**src/rtl/ssf_pkg.sv**
```systemverilog
// package: constants, register map and types for the servo status flag block
package ssf_pkg;
  // clock and power-on timing
  localparam int unsigned SSF_CLK_HZ = 100_000_000;
  localparam int unsigned SSF_MALF_MIN_S = 4;
  localparam int unsigned SSF_MALF_MAX_S = 5;
  localparam int unsigned SSF_PWRON_CYCLES = SSF_MALF_MIN_S * SSF_CLK_HZ;
  // register byte offsets
  localparam logic [7:0] SSF_CTRL_OFS = 8'h00;
  localparam logic [7:0] SSF_RANGE_LO_OFS = 8'h04;
  localparam logic [7:0] SSF_RANGE_HI_OFS = 8'h08;
  localparam logic [7:0] SSF_GEAR_NUM_OFS = 8'h0c;
  localparam logic [7:0] SSF_GEAR_DEN_OFS = 8'h10;
  localparam logic [7:0] SSF_POS_CMD_OFS = 8'h14;
  localparam logic [7:0] SSF_SPD_CMD_OFS = 8'h18;
  localparam logic [7:0] SSF_STATUS_OFS = 8'h1c;
  localparam logic [7:0] SSF_POS_ACT_OFS = 8'h20;
  localparam logic [7:0] SSF_SPD_ACT_OFS = 8'h24;
  // field positions and reset values
  localparam int unsigned SSF_CTRL_ABS_BIT = 0;
  localparam logic [31:0] SSF_RANGE_LO_RST = 32'h0000_0000;
  localparam logic [31:0] SSF_RANGE_HI_RST = 32'h0000_0000;
  localparam logic [31:0] SSF_GEAR_NUM_RST = 32'h0000_0001;
  localparam logic [31:0] SSF_GEAR_DEN_RST = 32'h0000_0001;
  localparam logic [31:0] SSF_ZERO_RST = 32'h0000_0000;
  localparam int unsigned SSF_STATUS_BITS = 6;
  // cyclic status flags seen by the network master
  typedef struct packed {
    logic comm_ready;
    logic malfunction;
    logic speed_cmd_done;
    logic position_cmd_done;
    logic home_return_done;
    logic position_range_flag;
  } ssf_flags_type;
endpackage

```
**src/rtl/ssf_status_flags.sv**
```systemverilog
// servo status flag generator with an Avalon-MM register slave
//
// Operation
// (RQ1) Range flag is high while actual position lies within the range bounds.
// (RQ2) Range flag forced low without completed home return or during shut-off.
// (RQ3) Home-done flag sets on normal home return, holds until erased.
// (RQ4) Incremental system: command error alarm or no home return clears home-done.
// (RQ5) Absolute system: erased alarm plus counter warning clear home-done.
// (RQ6) Changing either gear ratio parameter clears home-done until new return.
// (RQ7) Changing absolute detection selection clears home-done until new return.
// (RQ8) Malfunction flag is high whenever an alarm is present.
// (RQ9) Without alarm, malfunction drops four to five seconds after power-on.
// (RQ10) Communication ready flag rises when power is applied.
// (RQ11) Communication ready flag drops whenever an alarm occurs.
// (RQ12) Master loads command data, raises demand; completion flag follows the write.
// (RQ13) All flags evaluated each clock and presented from flip-flops.
`timescale 1ns/100ps
module ssf_status_flags
  import ssf_pkg::*;
#(
  parameter int unsigned PWRON_CYCLES = SSF_PWRON_CYCLES
) (
  // clock and reset
  input wire logic clk,
  input wire logic rst_b,
  // Avalon-MM slave
  input wire logic [7:0] avs_address,
  input wire logic avs_read,
  input wire logic avs_write,
  input wire logic [3:0] avs_byteenable,
  input wire logic [31:0] avs_writedata,
  output logic [31:0] avs_readdata,
  output logic avs_waitrequest,
  // servo state from the amplifier core
  input wire logic [31:0] actual_position,
  input wire logic base_shutoff,
  input wire logic alarm_active,
  input wire logic home_return_ok,
  input wire logic home_erase,
  input wire logic command_error_alarm,
  input wire logic abs_position_erased_alarm,
  input wire logic abs_counter_warning,
  // command demands from the network master
  input wire logic position_cmd_demand,
  input wire logic speed_cmd_demand,
  // cyclic status flags
  output ssf_flags_type status_flags
);

  ////////////////////////////////////////////////////////////////////////////
  // register state
  logic waitreq_reg;
  logic [31:0] rdata_reg;
  logic abs_sel_reg;
  logic [31:0] range_lo_reg;
  logic [31:0] range_hi_reg;
  logic [31:0] gear_num_reg;
  logic [31:0] gear_den_reg;
  logic [31:0] pos_cmd_reg;
  logic [31:0] spd_cmd_reg;
  logic [31:0] pos_act_reg;
  logic [31:0] spd_act_reg;
  logic [31:0] pwron_cnt_reg;
  logic pwron_done_reg;
  logic abs_erased_seen_reg;
  logic abs_warn_seen_reg;
  ssf_flags_type flags_reg;
  ssf_flags_type flags_next;
  logic req;
  logic wr_go;
  logic gear_changed;
  logic abs_sel_changed;
  logic home_clear;
  logic in_range;
  logic [31:0] ctrl_next;
  logic [31:0] gear_num_next;
  logic [31:0] gear_den_next;

  // merge write data into a register under the byte enables
  function automatic logic [31:0] be_merge(input logic [31:0] old_v,
                                            input logic [31:0] new_v,
                                            input logic [3:0] be);
    logic [31:0] res;
    res = old_v;
    for (int i = 0; i < 4; i++) begin
      if (be[i]) begin
        res[i*8 +: 8] = new_v[i*8 +: 8];
      end
    end
    return res;
  endfunction

  // write strobe for one offset, only at the edge that completes the access
  function automatic logic wr_hit(input logic go, input logic [7:0] adr,
                                  input logic [7:0] ofs);
    return go && (adr == ofs);
  endfunction

  ////////////////////////////////////////////////////////////////////////////
  // bus handshake: one wait cycle, then the access completes
  assign req = avs_read || avs_write;
  assign wr_go = avs_write && !waitreq_reg;

  // waitrequest drops for exactly one cycle per access so a held request
  // is never taken twice
  always_ff @(posedge clk or negedge rst_b) begin
    if (!rst_b) begin
      waitreq_reg <= 1'b1;
    end else if (req && waitreq_reg) begin
      waitreq_reg <= 1'b0;
    end else begin
      waitreq_reg <= 1'b1;
    end
  end

  // read data is captured in the wait cycle; unmapped offsets read zero
  always_ff @(posedge clk or negedge rst_b) begin
    if (!rst_b) begin
      rdata_reg <= SSF_ZERO_RST;
    end else if (avs_read && waitreq_reg) begin
      if (avs_address == SSF_CTRL_OFS) begin
        rdata_reg <= {31'h0000_0000, abs_sel_reg};
      end else if (avs_address == SSF_RANGE_LO_OFS) begin
        rdata_reg <= range_lo_reg;
      end else if (avs_address == SSF_RANGE_HI_OFS) begin
        rdata_reg <= range_hi_reg;
      end else if (avs_address == SSF_GEAR_NUM_OFS) begin
        rdata_reg <= gear_num_reg;
      end else if (avs_address == SSF_GEAR_DEN_OFS) begin
        rdata_reg <= gear_den_reg;
      end else if (avs_address == SSF_POS_CMD_OFS) begin
        rdata_reg <= pos_cmd_reg;
      end else if (avs_address == SSF_SPD_CMD_OFS) begin
        rdata_reg <= spd_cmd_reg;
      end else if (avs_address == SSF_STATUS_OFS) begin
        rdata_reg <= {26'h000_0000, flags_reg};
      end else if (avs_address == SSF_POS_ACT_OFS) begin
        rdata_reg <= pos_act_reg;
      end else if (avs_address == SSF_SPD_ACT_OFS) begin
        rdata_reg <= spd_act_reg;
      end else begin
        rdata_reg <= SSF_ZERO_RST;
      end
    end
  end

  assign avs_waitrequest = waitreq_reg;
  assign avs_readdata = rdata_reg;

  ////////////////////////////////////////////////////////////////////////////
  // configuration registers and change detection
  assign ctrl_next = be_merge({31'h0000_0000, abs_sel_reg}, avs_writedata,
                              avs_byteenable);
  assign gear_num_next = be_merge(gear_num_reg, avs_writedata,
                                  avs_byteenable);
  assign gear_den_next = be_merge(gear_den_reg, avs_writedata,
                                  avs_byteenable);
  // rewriting the same value is not a change and keeps the home position
  assign gear_changed =
    (wr_hit(wr_go, avs_address, SSF_GEAR_NUM_OFS) &&
     (gear_num_next != gear_num_reg)) ||
    (wr_hit(wr_go, avs_address, SSF_GEAR_DEN_OFS) &&
     (gear_den_next != gear_den_reg));
  assign abs_sel_changed = wr_hit(wr_go, avs_address, SSF_CTRL_OFS) &&
                           (ctrl_next[SSF_CTRL_ABS_BIT] != abs_sel_reg);

  // software-written configuration
  always_ff @(posedge clk or negedge rst_b) begin
    if (!rst_b) begin
      abs_sel_reg <= 1'b0;
      range_lo_reg <= SSF_RANGE_LO_RST;
      range_hi_reg <= SSF_RANGE_HI_RST;
      gear_num_reg <= SSF_GEAR_NUM_RST;
      gear_den_reg <= SSF_GEAR_DEN_RST;
      pos_cmd_reg <= SSF_ZERO_RST;
      spd_cmd_reg <= SSF_ZERO_RST;
    end else begin
      if (wr_hit(wr_go, avs_address, SSF_CTRL_OFS)) begin
        abs_sel_reg <= ctrl_next[SSF_CTRL_ABS_BIT];
      end
      if (wr_hit(wr_go, avs_address, SSF_RANGE_LO_OFS)) begin
        range_lo_reg <= be_merge(range_lo_reg, avs_writedata,
                                 avs_byteenable);
      end
      if (wr_hit(wr_go, avs_address, SSF_RANGE_HI_OFS)) begin
        range_hi_reg <= be_merge(range_hi_reg, avs_writedata,
                                 avs_byteenable);
      end
      if (wr_hit(wr_go, avs_address, SSF_GEAR_NUM_OFS)) begin
        gear_num_reg <= gear_num_next;
      end
      if (wr_hit(wr_go, avs_address, SSF_GEAR_DEN_OFS)) begin
        gear_den_reg <= gear_den_next;
      end
      if (wr_hit(wr_go, avs_address, SSF_POS_CMD_OFS)) begin
        pos_cmd_reg <= be_merge(pos_cmd_reg, avs_writedata, avs_byteenable);
      end
      if (wr_hit(wr_go, avs_address, SSF_SPD_CMD_OFS)) begin
        spd_cmd_reg <= be_merge(spd_cmd_reg, avs_writedata, avs_byteenable);
      end
    end
  end

  ////////////////////////////////////////////////////////////////////////////
  // command execution: demand copies staged data into the active command
  always_ff @(posedge clk or negedge rst_b) begin
    if (!rst_b) begin
      pos_act_reg <= SSF_ZERO_RST;
      spd_act_reg <= SSF_ZERO_RST;
    end else begin
      if (position_cmd_demand) begin
        pos_act_reg <= pos_cmd_reg; // RQ12
      end
      if (speed_cmd_demand) begin
        spd_act_reg <= spd_cmd_reg;
      end
    end
  end

  ////////////////////////////////////////////////////////////////////////////
  // power-on timer; the malfunction flag stays up until it expires
  always_ff @(posedge clk or negedge rst_b) begin
    if (!rst_b) begin
      pwron_cnt_reg <= SSF_ZERO_RST;
      pwron_done_reg <= 1'b0;
    end else if (!pwron_done_reg) begin
      pwron_cnt_reg <= pwron_cnt_reg + 32'h0000_0001;
      pwron_done_reg <= (pwron_cnt_reg == 32'(PWRON_CYCLES - 1)); // RQ9
    end
  end

  ////////////////////////////////////////////////////////////////////////////
  // absolute alarm history: both events must have occurred, in any order
  always_ff @(posedge clk or negedge rst_b) begin
    if (!rst_b) begin
      abs_erased_seen_reg <= 1'b0;
      abs_warn_seen_reg <= 1'b0;
    end else if (home_return_ok) begin
      // an alarm landing with the home return still counts: set wins
      abs_erased_seen_reg <= abs_position_erased_alarm;
      abs_warn_seen_reg <= abs_counter_warning;
    end else begin
      abs_erased_seen_reg <= abs_erased_seen_reg || abs_position_erased_alarm;
      abs_warn_seen_reg <= abs_warn_seen_reg || abs_counter_warning;
    end
  end

  ////////////////////////////////////////////////////////////////////////////
  // flag evaluation
  assign in_range = ($signed(actual_position) >= $signed(range_lo_reg)) &&
                    ($signed(actual_position) <= $signed(range_hi_reg));
  assign home_clear = home_erase || command_error_alarm || // RQ4
                      (abs_sel_reg && abs_erased_seen_reg &&
                       abs_warn_seen_reg) || // RQ5
                      gear_changed || // RQ6
                      abs_sel_changed; // RQ7

  always_comb begin
    flags_next = flags_reg;
    // a normal completion in the same cycle as a clear wins
    if (home_return_ok) begin
      flags_next.home_return_done = 1'b1; // RQ3
    end else if (home_clear) begin
      flags_next.home_return_done = 1'b0;
    end
    // gate on the next home state so range never outlives a cleared home
    flags_next.position_range_flag = in_range && // RQ1
                                     flags_next.home_return_done &&
                                     !base_shutoff; // RQ2
    flags_next.position_cmd_done = position_cmd_demand; // RQ12
    flags_next.speed_cmd_done = speed_cmd_demand;
    flags_next.malfunction = alarm_active || !pwron_done_reg; // RQ8
    flags_next.comm_ready = !alarm_active; // RQ11
  end

  // every flag is refreshed each clock so the master sees one coherent set
  always_ff @(posedge clk or negedge rst_b) begin
    if (!rst_b) begin
      flags_reg <= '{comm_ready: 1'b1, malfunction: 1'b1, default: 1'b0};
    end else begin
      flags_reg <= flags_next; // RQ13
    end
  end

  assign status_flags = flags_reg; // RQ10
endmodule

```
**config.mk**
```make
export PLATFORM = sky130hd
export DESIGN_NAME = ssf_status_flags
export DESIGN_NICKNAME = d
export VERILOG_FILES = /design/src/rtl/ssf_pkg.sv /design/src/rtl/ssf_status_flags.sv
export SDC_FILE = /design/constraint.sdc
export NUM_CORES = 1
export LEC_CHECK = 0
export BUFFER_PORTS_ARGS = -buffer_cell sky130_fd_sc_hd__buf_4
export CAP_MARGIN = 40
export CELL_PAD_IN_SITES_DETAIL_PLACEMENT = 1
export CELL_PAD_IN_SITES_GLOBAL_PLACEMENT = 1
export CORE_AREA = 2 2 156 219
export CTS_BUF_LIST = sky130_fd_sc_hd__clkbuf_8 sky130_fd_sc_hd__clkbuf_16
export DETAILED_ROUTE_END_ITERATION = 10
export DIE_AREA = 0 0 158 221
export GPL_TIMING_DRIVEN = 1
export MAX_ROUTING_LAYER = met4
export PLACE_DENSITY = 0.91
export SYNTH_ARGS = -nofsm -noshare
export SYNTH_HDL_FRONTEND = slang
export SYNTH_SLANG_ARGS = --single-unit
```
**constraint.sdc**
```tcl
create_clock -name clk -period 6.2 [get_ports clk]
set_input_delay 0.31 -clock clk [delete_from_list [all_inputs] [get_ports clk]]
set_output_delay 0.31 -clock clk [all_outputs]
set_load 0.1 [all_outputs]
```
**Yosys cells after proc, flatten, opt, wreduce, memory -nomap -nowiden**

Cells that the tools add are included.
W data, S select, Z words.

- Equal/unequal tests: 13
- $add $sub $neg: 1
- Reductions and logical operators: 48
- Order comparisons: 2
- Muxes and demuxes: 25

Operator list:

| operator | number |
|---|---|
| $mux W32 | 10 |
| $mux W8 | 8 |
| $ne A32 B32 Y1 | 2 |
| $add A32 B1 Y32 const B | 1 |
| $eq A32 B29 Y1 const B | 1 |
| $eq A8 B5 Y1 const B | 4 |
| $ge A32 B32 Y1 | 1 |
| $le A32 B32 Y1 | 1 |
| $reduce_and A2 Y1 | 16 |
| $logic_and A1 B1 Y1 | 18 |
| $eq A8 B4 Y1 const B | 2 |
| $eq A8 B6 Y1 const B | 2 |
| $logic_or A1 B1 Y1 | 9 |
| $eq A8 B3 Y1 const B | 1 |
| $logic_not A8 Y1 | 1 |
| $mux W1 | 7 |
| $logic_not A1 Y1 | 4 |
| $ne A1 B1 Y1 | 1 |

- Output and inout bits: 39
- Word-level logic and storage cells: 122
- Input bits: 89
- Bits in registers: 331

**Depth between registers and ports, before layout**

Gate-level depths: netlist of the first run.

- Depth after elaboration: 11
- Mapped depth: 9
- Depth with buffers taken out: 9

**Worst setup path before layout of the first run**

Ideal clock, no wire load.

- Kind: register to register
- From: register waitreq_reg, in the netlist avs_waitrequest
- To: register gear_num_reg[16]
- Path slack: 4.002 ns
- Data required time: 6.075 ns
- Clock period less this slack: 2.198 ns
- Stages on the path, launching flop included: 7
- Arrival: 2.073 ns
- Library setup time: 0.125 ns
- Buffers on the path: 2
- Path through: dfstp_2 > nor2b_1 > clkbuf_1 > and2_1 > clkbuf_1 > nand3_1 > mux2_2

- Longest elaborated chain between the ends: 3

RTL lines:

| what | RTL line | RTL |
|---|---|---|
| start: declaration | ssf_status_flags.sv:52 | `logic waitreq_reg;` |
| start signal: assignment | ssf_status_flags.sv:108 | `waitreq_reg <= 1'b1;` |
| start signal: assignment | ssf_status_flags.sv:110 | `waitreq_reg <= 1'b0;` |
| start signal: assignment | ssf_status_flags.sv:112 | `waitreq_reg <= 1'b1;` |
| $logic_not A1 Y1 | ssf_status_flags.sv:102 | `assign wr_go = avs_write && !waitreq_reg;` |
| $logic_and A1 B1 Y1 | ssf_status_flags.sv:102 |  |
| $logic_and A1 B1 Y1 | ssf_status_flags.sv:96 | `return go && (adr == ofs);` |
| end signal: assignment | ssf_status_flags.sv:190 | `gear_num_reg <= gear_num_next;` |
| end: declaration | ssf_status_flags.sv:57 | `logic [31:0] gear_num_reg;` |

No other way between the ends.
A chain may end at the register's enable or synchronous reset.

==> reports/results.txt, run 1 <==
Status: completed
Ranking of synthesized cells by area: dfrtp_1 48%, mux2_2 13%, ha_1 4.8%
Vias in the first global route: 15775
Die area: 34900 µm²
Clock Sink Count: 331
First-pass GRT wire length: 94000 µm
Detail Route Antenna Nets: 0
Layout Utilization: 58.8%
Post-route clock period utilization: 50.8%
Layout area overhead: 14.3%
Crit-path max FO: 3
Rows: 79
Min-delay src: home_return_ok
CP max-delay cell: a2111oi_2
Critical path buffer and inverter count: 1
Hold Path Depth: 2
Post-synth EDFFs: 0
Crit end category: flip-flop
Final min period: 3.15 ns
Via density: 6.61
Largest net degree at the start of global routing: 134
Ys flop type: dfrtp_1
Top-count cell post-synth: dfrtp_1
Tot Pwr: 4990 µW
RD Place Congestion: 0.894
Die Ht: 221 µm
Vias post-DR: 13837
Setup_tns: 0 ns
FILL cells: 3424
Total wire length after detailed routing: 61300 µm
Final setup fails: 0
Die W: 158 µm
Initial DRC count: 1206
Gate count of the mapped netlist: 1537
Syn_nets: 1691
Top delay family on crit path: compound AO/OA/AOI/OAI gates
Register-to-Register Path Depth: 9
Synthesized area: 17000 µm²
Hold WS: 0.0144 ns
FF/Latch Area: 8290 µm²
DR pass1 iterations: 9
Avg WL per Cell: 29.3 µm
Crit-path max cell delay: 0.90 ns
Crit path required time: 6.62 ns
Max Buffers Root-to-Sink: 3
Mean Syn Cell Area: 11.1 µm²
Core Area: 33000 µm²
Number of max-cap violations: 0
Synth cell count leaders: 326 x dfrtp_1, 199 x mux2_2, 128 x o21ai_0
Cts repair resizes: 0
Final std cells w/o fill: 2092
Post-synth top area share: 48.0%
Post-synthesis sequential area ratio: 48.8%
Yosys cell types: 72
Most used cell, CP: a2111oi_0
Clock transition at the registers of the reported paths: 0.07 ns
R2r setup slk: 3.05 ns
Nature of the critical path startpoint: flip-flop
Beginning of the critical path: range_lo_reg[0]
Pleak: 0.00945 µW
CTS root buf: clkbuf_16
Antenna diodes: 0
Clock skew: 0.0174 ns
H-tree depth: 2
Max frequency: 317 MHz
Port Buffers: 127
Setup bufs post-CTS: 0
DP Wirelength: 39100 µm
Remaining global-route overflow: 0
CTS tree: yes
Hold Crit Endpoint: status_flags[1]
TritonCTS Buffers: 34
Initial Utilization: 51.5%
Nets@finish: 1781
Synth Warn #: 0
Critical path class: reg -> reg
Worst path cell trace: ha_1 > nand2b_1 > a2111oi_0 > a2111oi_0 > a2111oi_2 > o31ai_1 > buf_2 > a21oi_1 > nor4b_2
Worst reg2reg startpoint: range_lo_reg[0]
Post-Place Cells: 2030
RSZ-0062 raised after global routing: no
Pwr per Cell Area: 257 nW/µm²
Share of cells above drive strength 1: 25.9%
# DRC: 0
Max-slew headroom: 31.2%
Hold_buf cts: 6
Fin. max-slew vios: 0
Io pins: 128
Worst-Skew Late Latency: 0.54 ns
RR Endpoint: status_flags[0]
Yosys top cell by area: dfrtp_1
Antenna violations before repair: 0
Final hold viol count: 0
Multi-input gate area: 7980 µm²
Hold crit path type: in -> reg
Asr flop ratio synth: 100%
Slew @ Worst Pin: 1.03 ns
All-layer global routing usage: 36.7%
Worst EP arrival: 3.58 ns
Seq cells post-synth: 331
Max VDD drop: 0.000169 V
## layout make-up
class | instances | area share (%)
Inverter | 84 | 1.62
Clock inverter | 18 | 0.644
Clock buffer | 38 | 4.67
Sequential cell | 331 | 42.7
Tap cell | 445 | 2.87
Multi-Input combinational cell | 1026 | 41.1
Timing Repair Buffer | 150 | 6.39
## layer usage
metal | global-route usage (%) | wire length [µm] | vias to the layer above | share of wire [%]
met3 | 7.64 | 4120 | 381 | 6.7
met1 | 37.6 | 20500 | 7012 | 34
met5 | - | 0 | - | 0
li1 | - | - | 5679 | -
met2 | 60.0 | 30600 | 765 | 50
met4 | 29.4 | 6000 | 0 | 9.8
## power by group
group          total, µW  internal, µW  switching [µW]
Sequential          2280          2220            56.7
Combinational        723           196             527
Clock               1990          1090             900
## worst max path at each step
| stage | slack [ns] | endpoint | cells past startpoint |
|---|---|---|---|
| 6_report | 3.05 | status_flags[0] | 9 |
| 5_1_grt | 2.83 | status_flags[0] | 9 |
| 4_1_cts | 3.08 | status_flags[0] | 9 |
| 3_5_place_dp | 2.95 | avs_readdata[7] | 8 |
| 3_3_place_gp | 2.00 | status_flags[0] | 10 |
| 2_1_floorplan | 4.00 | gear_num_reg[16] | 6 |
## logic make-up after synthesis
group	after synthesis	share of synthesized area, %
AOI/OAI and AO/OA	337	12.1
xor gates and xnor gates	90	4.64
adders and majority gates	65	4.79
buffers and inverters	180	4.35
DFF	331	48.8
muxes	250	16.4
and+or+nand+nor	284	8.93
## placed cells by master (no fill, tap or decap), drive strengths merged, types with 6 or more instances in the layout
cell / netlist / routed
nand4: 28 / 28
inv: 84 / 95
and3: 7 / 7
and2: 6 / 6
a21o: 10 / 10
mux2i: 27 / 27
clkbuf: 57 / 38
o311ai: 6 / 6
a221o: 6 / 6
a22oi: 7 / 7
o21ai: 129 / 129
xnor2: 68 / 68
nand2: 124 / 124
buf: 39 / 144
dfrtp: 326 / 326
a222oi: 26 / 26
nor3: 7 / 7
nor2: 57 / 57
mux2: 223 / 223
ha: 65 / 65
dlygate4sd3: 0 / 6
a21oi: 112 / 112
xor2: 22 / 22
nand3: 22 / 22
## worst register-to-register path: stages (launching register included)
cell and delay [ns]:
dfrtp_1 0.41, ha_1 0.30, nand2b_1 0.16, a2111oi_0 0.46
a2111oi_0 0.14, a2111oi_2 0.90, o31ai_1 0.18, buf_2 0.23
a21oi_1 0.18, nor4b_2 0.07
## metrics by stage
step	cell area (µm²)	worst slack [ns]
after global routing	19400	2.83
after detailed placement	18300	2.95
after floorplan	17000	4.00
final	19400	3.05
after CTS	19400	3.08
after global placement	18200	2.00
(Power assumes the default switching activity.)
==> run 2, diff against run 1 <==
--- a/config.mk
+++ b/config.mk
@@ -9,13 +9,13 @@
 export CAP_MARGIN = 40
 export CELL_PAD_IN_SITES_DETAIL_PLACEMENT = 1
 export CELL_PAD_IN_SITES_GLOBAL_PLACEMENT = 1
-export CORE_AREA = 2 2 156 219
+export CORE_AREA = 2 2 161 226
 export CTS_BUF_LIST = sky130_fd_sc_hd__clkbuf_8 sky130_fd_sc_hd__clkbuf_16
 export DETAILED_ROUTE_END_ITERATION = 10
-export DIE_AREA = 0 0 158 221
+export DIE_AREA = 0 0 163 228
 export GPL_TIMING_DRIVEN = 1
 export MAX_ROUTING_LAYER = met4
-export PLACE_DENSITY = 0.91
+export PLACE_DENSITY = 0.87
 export SYNTH_ARGS = -nofsm -noshare
 export SYNTH_HDL_FRONTEND = slang
 export SYNTH_SLANG_ARGS = --single-unit
==> constraint.sdc (replaced) <==
create_clock -name clk -period 3.15 [get_ports clk]
set_input_delay 0.1575 -clock clk [delete_from_list [all_inputs] [get_ports clk]]
set_output_delay 0.1575 -clock clk [all_outputs]
set_load 0.1 [all_outputs]
==> run 2 against run 1 <==
Against the previous run: first-iteration DRC count shrank 13%; die area grew 6.4%; via count shrank 2.9%; sequential share of layout area shrank 1.1 points; largest cell class unchanged; register-to-register slack lost 2.9 ns; total power grew 110%; critical endpoint unchanged; critical path depth is the same; cell count grew 3.2%; clock-buffer cell count grew 9; cell area grew 2.7%; largest power group unchanged; maximum frequency grew 4.2%.
==> reports/results.txt, run 2 (same netlist as run 1, synthesis figures left out) <==
Worst path cell trace: inv_1 > ha_1 > nand4_1 > nor3_1 > nand3_1 > or4_1 > nand2_1 > mux2i_1 > nor4b_2
Slew @ Worst Pin: 0.795 ns
Final setup fails: 0
Die area: 37200 µm²
Hold Crit Endpoint: status_flags[2]
Min-delay src: position_cmd_demand
Hold crit path type: in -> reg
Commonest cells after routing, fill and taps aside: 326 x dfrtp_1, 199 x mux2_2, 145 x buf_4
Port Buffers: 127
R2r setup slk: 0.12 ns
CTS root buf: clkbuf_16
Max VDD drop: 0.000373 V
Dpl ws: 0.324 ns
DP Wirelength: 37300 µm
Met1 Track Usage GR: 34.6%
Crit path required time: 3.58 ns
First-pass GRT wire length: 88400 µm
Nets@finish: 1824
Cell area after layout: 19900 µm²
Crit end category: flip-flop
Total wire length after detailed routing: 56600 µm
Via density: 6.22
Share of cells above drive strength 1: 26.1%
Worst reg2reg startpoint: range_hi_reg[25]
Post-DP Area: 18300 µm²
Max Buffers Root-to-Sink: 3
Vias in the first global route: 15017
All-layer global routing usage: 32.0%
Rows: 82
Remaining global-route overflow: 0
Status: completed
Crit-path max FO: 2
Nature of the critical path startpoint: flip-flop
Layout area overhead: 17.4%
Met3 Resource Use GR: 4.89%
Worst-Skew Late Latency: 0.53 ns
Critical path class: reg -> reg
Avg WL per Cell: 26.2 µm
Clock Sink Count: 331
Crit-path max cell delay: 0.62 ns
Register-to-Register Path Depth: 9
Clock transition at the registers of the reported paths: 0.07 ns
Hold Path Depth: 1
Vias post-DR: 13430
Post-route clock period utilization: 96.1%
Setup ws final: 0.124 ns
RR Endpoint: status_flags[0]
Critical path buffer and inverter count: 1
Largest net degree at the start of global routing: 95
GR Util met2: 54.1%
GR peak layer: met2
Top delay family on crit path: simple AND/OR/NAND/NOR gates
Core Area: 35400 µm²
Worst EP arrival: 3.46 ns
RSZ-0062 raised after global routing: no
Final min period: 3.03 ns
Initial Utilization: 48.0%
Die W: 163 µm
Detail Route Antenna Nets: 0
TritonCTS Buffers: 35
CTS tree: yes
Commonest non-fill, non-tap cell in the layout: dfrtp_1
Die Ht: 228 µm
Pwr per Cell Area: 514 nW/µm²
Fin. max-slew vios: 0
Final hold viol count: 0
DR pass1 iterations: 5
Antenna violations before repair: 1
Number of max-cap violations: 0
Setup_tns: 0 ns
RD Place Congestion: 0.910
Io pins: 128
Initial DRC count: 1051
Tot Pwr: 10200 µW
Layout Utilization: 56.3%
Pleak: 0.00968 µW
# DRC: 0
Max frequency: 330 MHz
Max-slew headroom: 46.6%
CP max-delay cell: or4_1
H-tree depth: 2
Clock skew: 0.0168 ns
==> run 2: changes by cell type in the layout (fill, tap and decap cells not counted), moves of 2 or more <==
cell / previous run / this run
clkbuf_8: 4 / 10
clkbuf_16: 34 / 37
nor2_2: 1 / 3
nor2_4: 7 / 5
inv_1: 93 / 88
buf_16: 3 / 0
clkinv_2: 4 / 8
buf_4: 135 / 145
dlygate4sd3_1: 6 / 42
inv_6: 2 / 0
==> run 2: how the worst max path moves through the flow <==
stage | from | cells past startpoint | slack (ns) | end
CTS | range_hi_reg[25] | 9 | 0.27 | status_flags[0]
global route | range_hi_reg[25] | 9 | 0.03 | status_flags[0]
detailed placement | range_hi_reg[25] | 9 | 0.32 | status_flags[0]
finish | range_hi_reg[25] | 9 | 0.12 | status_flags[0]
global placement | range_lo_reg[0] | 8 | 0.07 | status_flags[0]
floorplan | avs_waitrequest | 6 | 0.95 | gear_num_reg[16]
==> run 2: worst reg2reg max path, stage by stage (launching register included) <==
cell     delay (ns)
dfrtp_1        0.39
inv_1          0.07
ha_1           0.31
nand4_1        0.16
nor3_1         0.58
nand3_1        0.29
or4_1          0.62
nand2_1        0.10
mux2i_1        0.10
nor4b_2        0.30
==> run 2: final cells by class <==
type	instances	area [µm²]
diodes	1	2.50
well taps	462	578
clock inverters	16	131
clock buffers	47	1060
inverters	84	315
multi-input cells	1026	7970
repair buffers	192	1590
flip-flops and latches	331	8290
fillers	3721	15500
==> run 2: power breakdown <==
group / internal, µW / switching, µW / leakage [µW] / total (µW)
clock: 2530 / 1790 / 0.000613 / 4330
combinational: 414 / 1020 / 0.00470 / 1440
sequential: 4370 / 105 / 0.00438 / 4470
total: 7320 / 2920 / 0.00968 / 10200
==> run 2: what timing repair did <==
item | in CTS | in global routing
hold buffers | 42 | 0
setup endpoints to repair | 0 | 1
setup buffers | 0 | 0
resized for setup | 0 | 1
hold endpoints to repair | 253 | 0
==> run 2: stage by stage <==
step,std cells,hold WS (ns)
finish,2159,0.0700
CTS,2158,0.0597
detailed placement,2053,0.165
global route,2159,0.0656
floorplan,1537,-0.138
global placement,2052,0.155
==> run 2: layer usage <==
metal | routed length, µm | share of wire, %
met4 | 4310 | 7.6
met3 | 2890 | 5.1
met5 | 0 | 0
met1 | 20400 | 36
met2 | 29000 | 51
==> run 3, diff against run 2 <==
--- a/config.mk
+++ b/config.mk
@@ -15,7 +15,8 @@
 export DIE_AREA = 0 0 163 228
 export GPL_TIMING_DRIVEN = 1
 export MAX_ROUTING_LAYER = met4
-export PLACE_DENSITY = 0.87
+export PLACE_DENSITY_LB_ADDON = 0.1
+export RECOVER_POWER = 25
 export SYNTH_ARGS = -nofsm -noshare
 export SYNTH_HDL_FRONTEND = slang
 export SYNTH_SLANG_ARGS = --single-unit
==> run 3 against run 2 <==
Against the previous run: the run now ends with capacitance limit, slew limit left; total power is 0.14% higher; clock skew increased by 0.00096 ns; critical path type unchanged; first-iteration DRC count decreased by 28%; register-to-register slack better by 0.13 ns; non-clock buffer count increased by 5; via count decreased by 5.0%.
==> reports/results.txt, run 3 (same netlist as run 1, synthesis figures left out) <==
Worst EP arrival: 3.33 ns
First-pass GRT wire length: 81200 µm
Number of max-cap violations: 2
Sw Pwr: 2830 µW
Critical path class: reg -> reg
Crit path required time: 3.58 ns
DP Wirelength: 36100 µm
Crit end category: flip-flop
# DRC: 0
Crit-path max FO: 3
Final setup fails: 0
Setup ws final: 0.251 ns
Detail Route Antenna Nets: 0
Initial Utilization: 48.0%
Die W: 163 µm
CTS tree: yes
DR pass1 iterations: 5
Fin. max-slew vios: 68
Clock skew: 0.0178 ns
Dpl ws: -0.00129 ns
Pleak: 0.00969 µW
Max frequency: 345 MHz
Crit-path max cell delay: 0.65 ns
Initial DRC count: 752
RD Place Congestion: 0.863
Die Ht: 228 µm
Switching share of total power: 27.6%
Violated checks: capacitance limit, slew limit
Worst path cell trace: inv_1 > ha_1 > nand4_1 > nor3_2 > nand3_1 > or4_1 > nand2_1 > mux2i_1 > nor4b_2
Worst-Skew Late Latency: 0.53 ns
Total wire length after detailed routing: 51700 µm
Final min period: 2.90 ns
Core Area: 35400 µm²
Die area: 37200 µm²
Nature of the critical path startpoint: flip-flop
Commonest non-fill, non-tap cell in the layout: dfrtp_1
Slew @ Worst Pin: 2.64 ns
Hold crit path type: in -> reg
Post-route clock period utilization: 92.0%
Rows: 82
All-layer global routing usage: 29.3%
Final hold viol count: 0
Comb pwr share: 13.6%
Clock Sink Count: 331
Vias post-DR: 12760
FILL cells: 3768
Commonest cells after routing, fill and taps aside: 326 x dfrtp_1, 199 x mux2_2, 148 x buf_4
Via density: 5.91
Layout area overhead: 17.5%
Met1 Track Usage GR: 33.9%
RSZ-0062 raised after global routing: no
Vias in the first global route: 13996
Met3 Resource Use GR: 4.04%
Remaining global-route overflow: 0
Largest net degree at the start of global routing: 95
Antenna diodes: 0
Top delay family on crit path: simple AND/OR/NAND/NOR gates
Antenna violations before repair: 0
TritonCTS Buffers: 36
GR Util met2: 51.1%
Clk pwr share: 42.8%
H-tree depth: 2
CP max-delay cell: or4_1
Nets@finish: 1830
CTS root buf: clkbuf_16
Share of cells above drive strength 1: 26.4%
Register share of total power: 43.5%
Max Buffers Root-to-Sink: 3
Hold WS: 0.0894 ns
Max VDD drop: 0.000414 V
Pwr per Cell Area: 514 nW/µm²
P_int: 7430 µW
Status: finished with violations
Critical path buffer and inverter count: 1
GR peak layer: met2
Clock transition at the registers of the reported paths: 0.06 ns
Max-slew headroom: -76.0%
Avg WL per Cell: 23.9 µm
Port Buffers: 127
Io pins: 128
[run 3: cell count changes in the layout (fill, tap and decap cells not counted), sizes merged]
cell    previous run  this run
clkinv             9         8
diode              1         0
bufinv             2         4
clkbuf            47        50
inv               88        86
[run 3: path summary, 6_finish.rpt]
check,cells after the start,end,slack [ns],start
worst max-delay path,9,status_flags[0],0.25,range_hi_reg[31]
worst min-delay path,3,avs_readdata[0],0.09,avs_read
worst max register to register,9,status_flags[0],0.25,range_hi_reg[31]
worst min register to register,1,pwron_cnt_reg[20],0.48,pwron_cnt_reg[20]
max in group asynchronous,3,range_hi_reg[29],1.25,rst_b
min in group asynchronous,2,gear_den_reg[2],0.25,rst_b
[run 3: repair_timing]
item | in CTS | in global routing
setup buffers | 0 | 0
hold buffers | 42 | 0
resized for setup | 1 | 0
endpoints found under the hold margin | 282 | 0
setup endpoints to repair | 1 | 0
[run 3: power groups by stage]
| stage | combinational (µW) | sequential [µW] | clock (µW) |
|---|---|---|---|
| after global placement | 1340 | 4540 | 0 |
| after global routing | 1500 | 4480 | 4660 |
| final | 1400 | 4460 | 4390 |
| after floorplan | 424 | 4950 | 0 |
| after CTS | 1420 | 4460 | 4480 |
| after detailed placement | 1360 | 4540 | 0 |
[run 3: layout make-up]
| cell class | instances | area [µm²] | area share [%] |
|---|---|---|---|
| tap | 462 | 578 | 2.90 |
| clock inverter | 15 | 175 | 0.878 |
| sequential | 331 | 8290 | 41.5 |
| inverter | 84 | 315 | 1.58 |
| clock buffer | 45 | 1040 | 5.19 |
| timing repair buffer | 197 | 1590 | 7.97 |
| multi-input combinational | 1026 | 7980 | 40.0 |
[run 3: per-layer routing]
metal | vias to the layer above | routed length [µm]
li1 | 5772 | -
met3 | 109 | 1910
met1 | 6612 | 20400
met4 | 0 | 2050
met5 | - | 0
met2 | 267 | 27300
[run 3: worst register-to-register path, cell delays in order, from the launching register on]
cell     delay, ns
dfrtp_1       0.36
inv_1         0.06
ha_1          0.33
nand4_1       0.15
nor3_2        0.47
nand3_1       0.33
or4_1         0.65
nand2_1       0.10
mux2i_1       0.07
nor4b_2       0.28
[run 3: through the flow]
step / util (%) / instance area [µm²] / TNS, ns / std cells / total power (µW)
after floorplan: - / 17000 / 0 / 1537 / 5370
final: 56.4 / 20000 / 0 / 2160 / 10300
after CTS: 56.5 / 20000 / 0 / 2160 / 10400
after global placement: 51.9 / 18400 / 0 / 2058 / 5880
after global routing: 56.4 / 20000 / 0 / 2160 / 10600
after detailed placement: 51.9 / 18400 / -0.00129 / 2058 / 5900
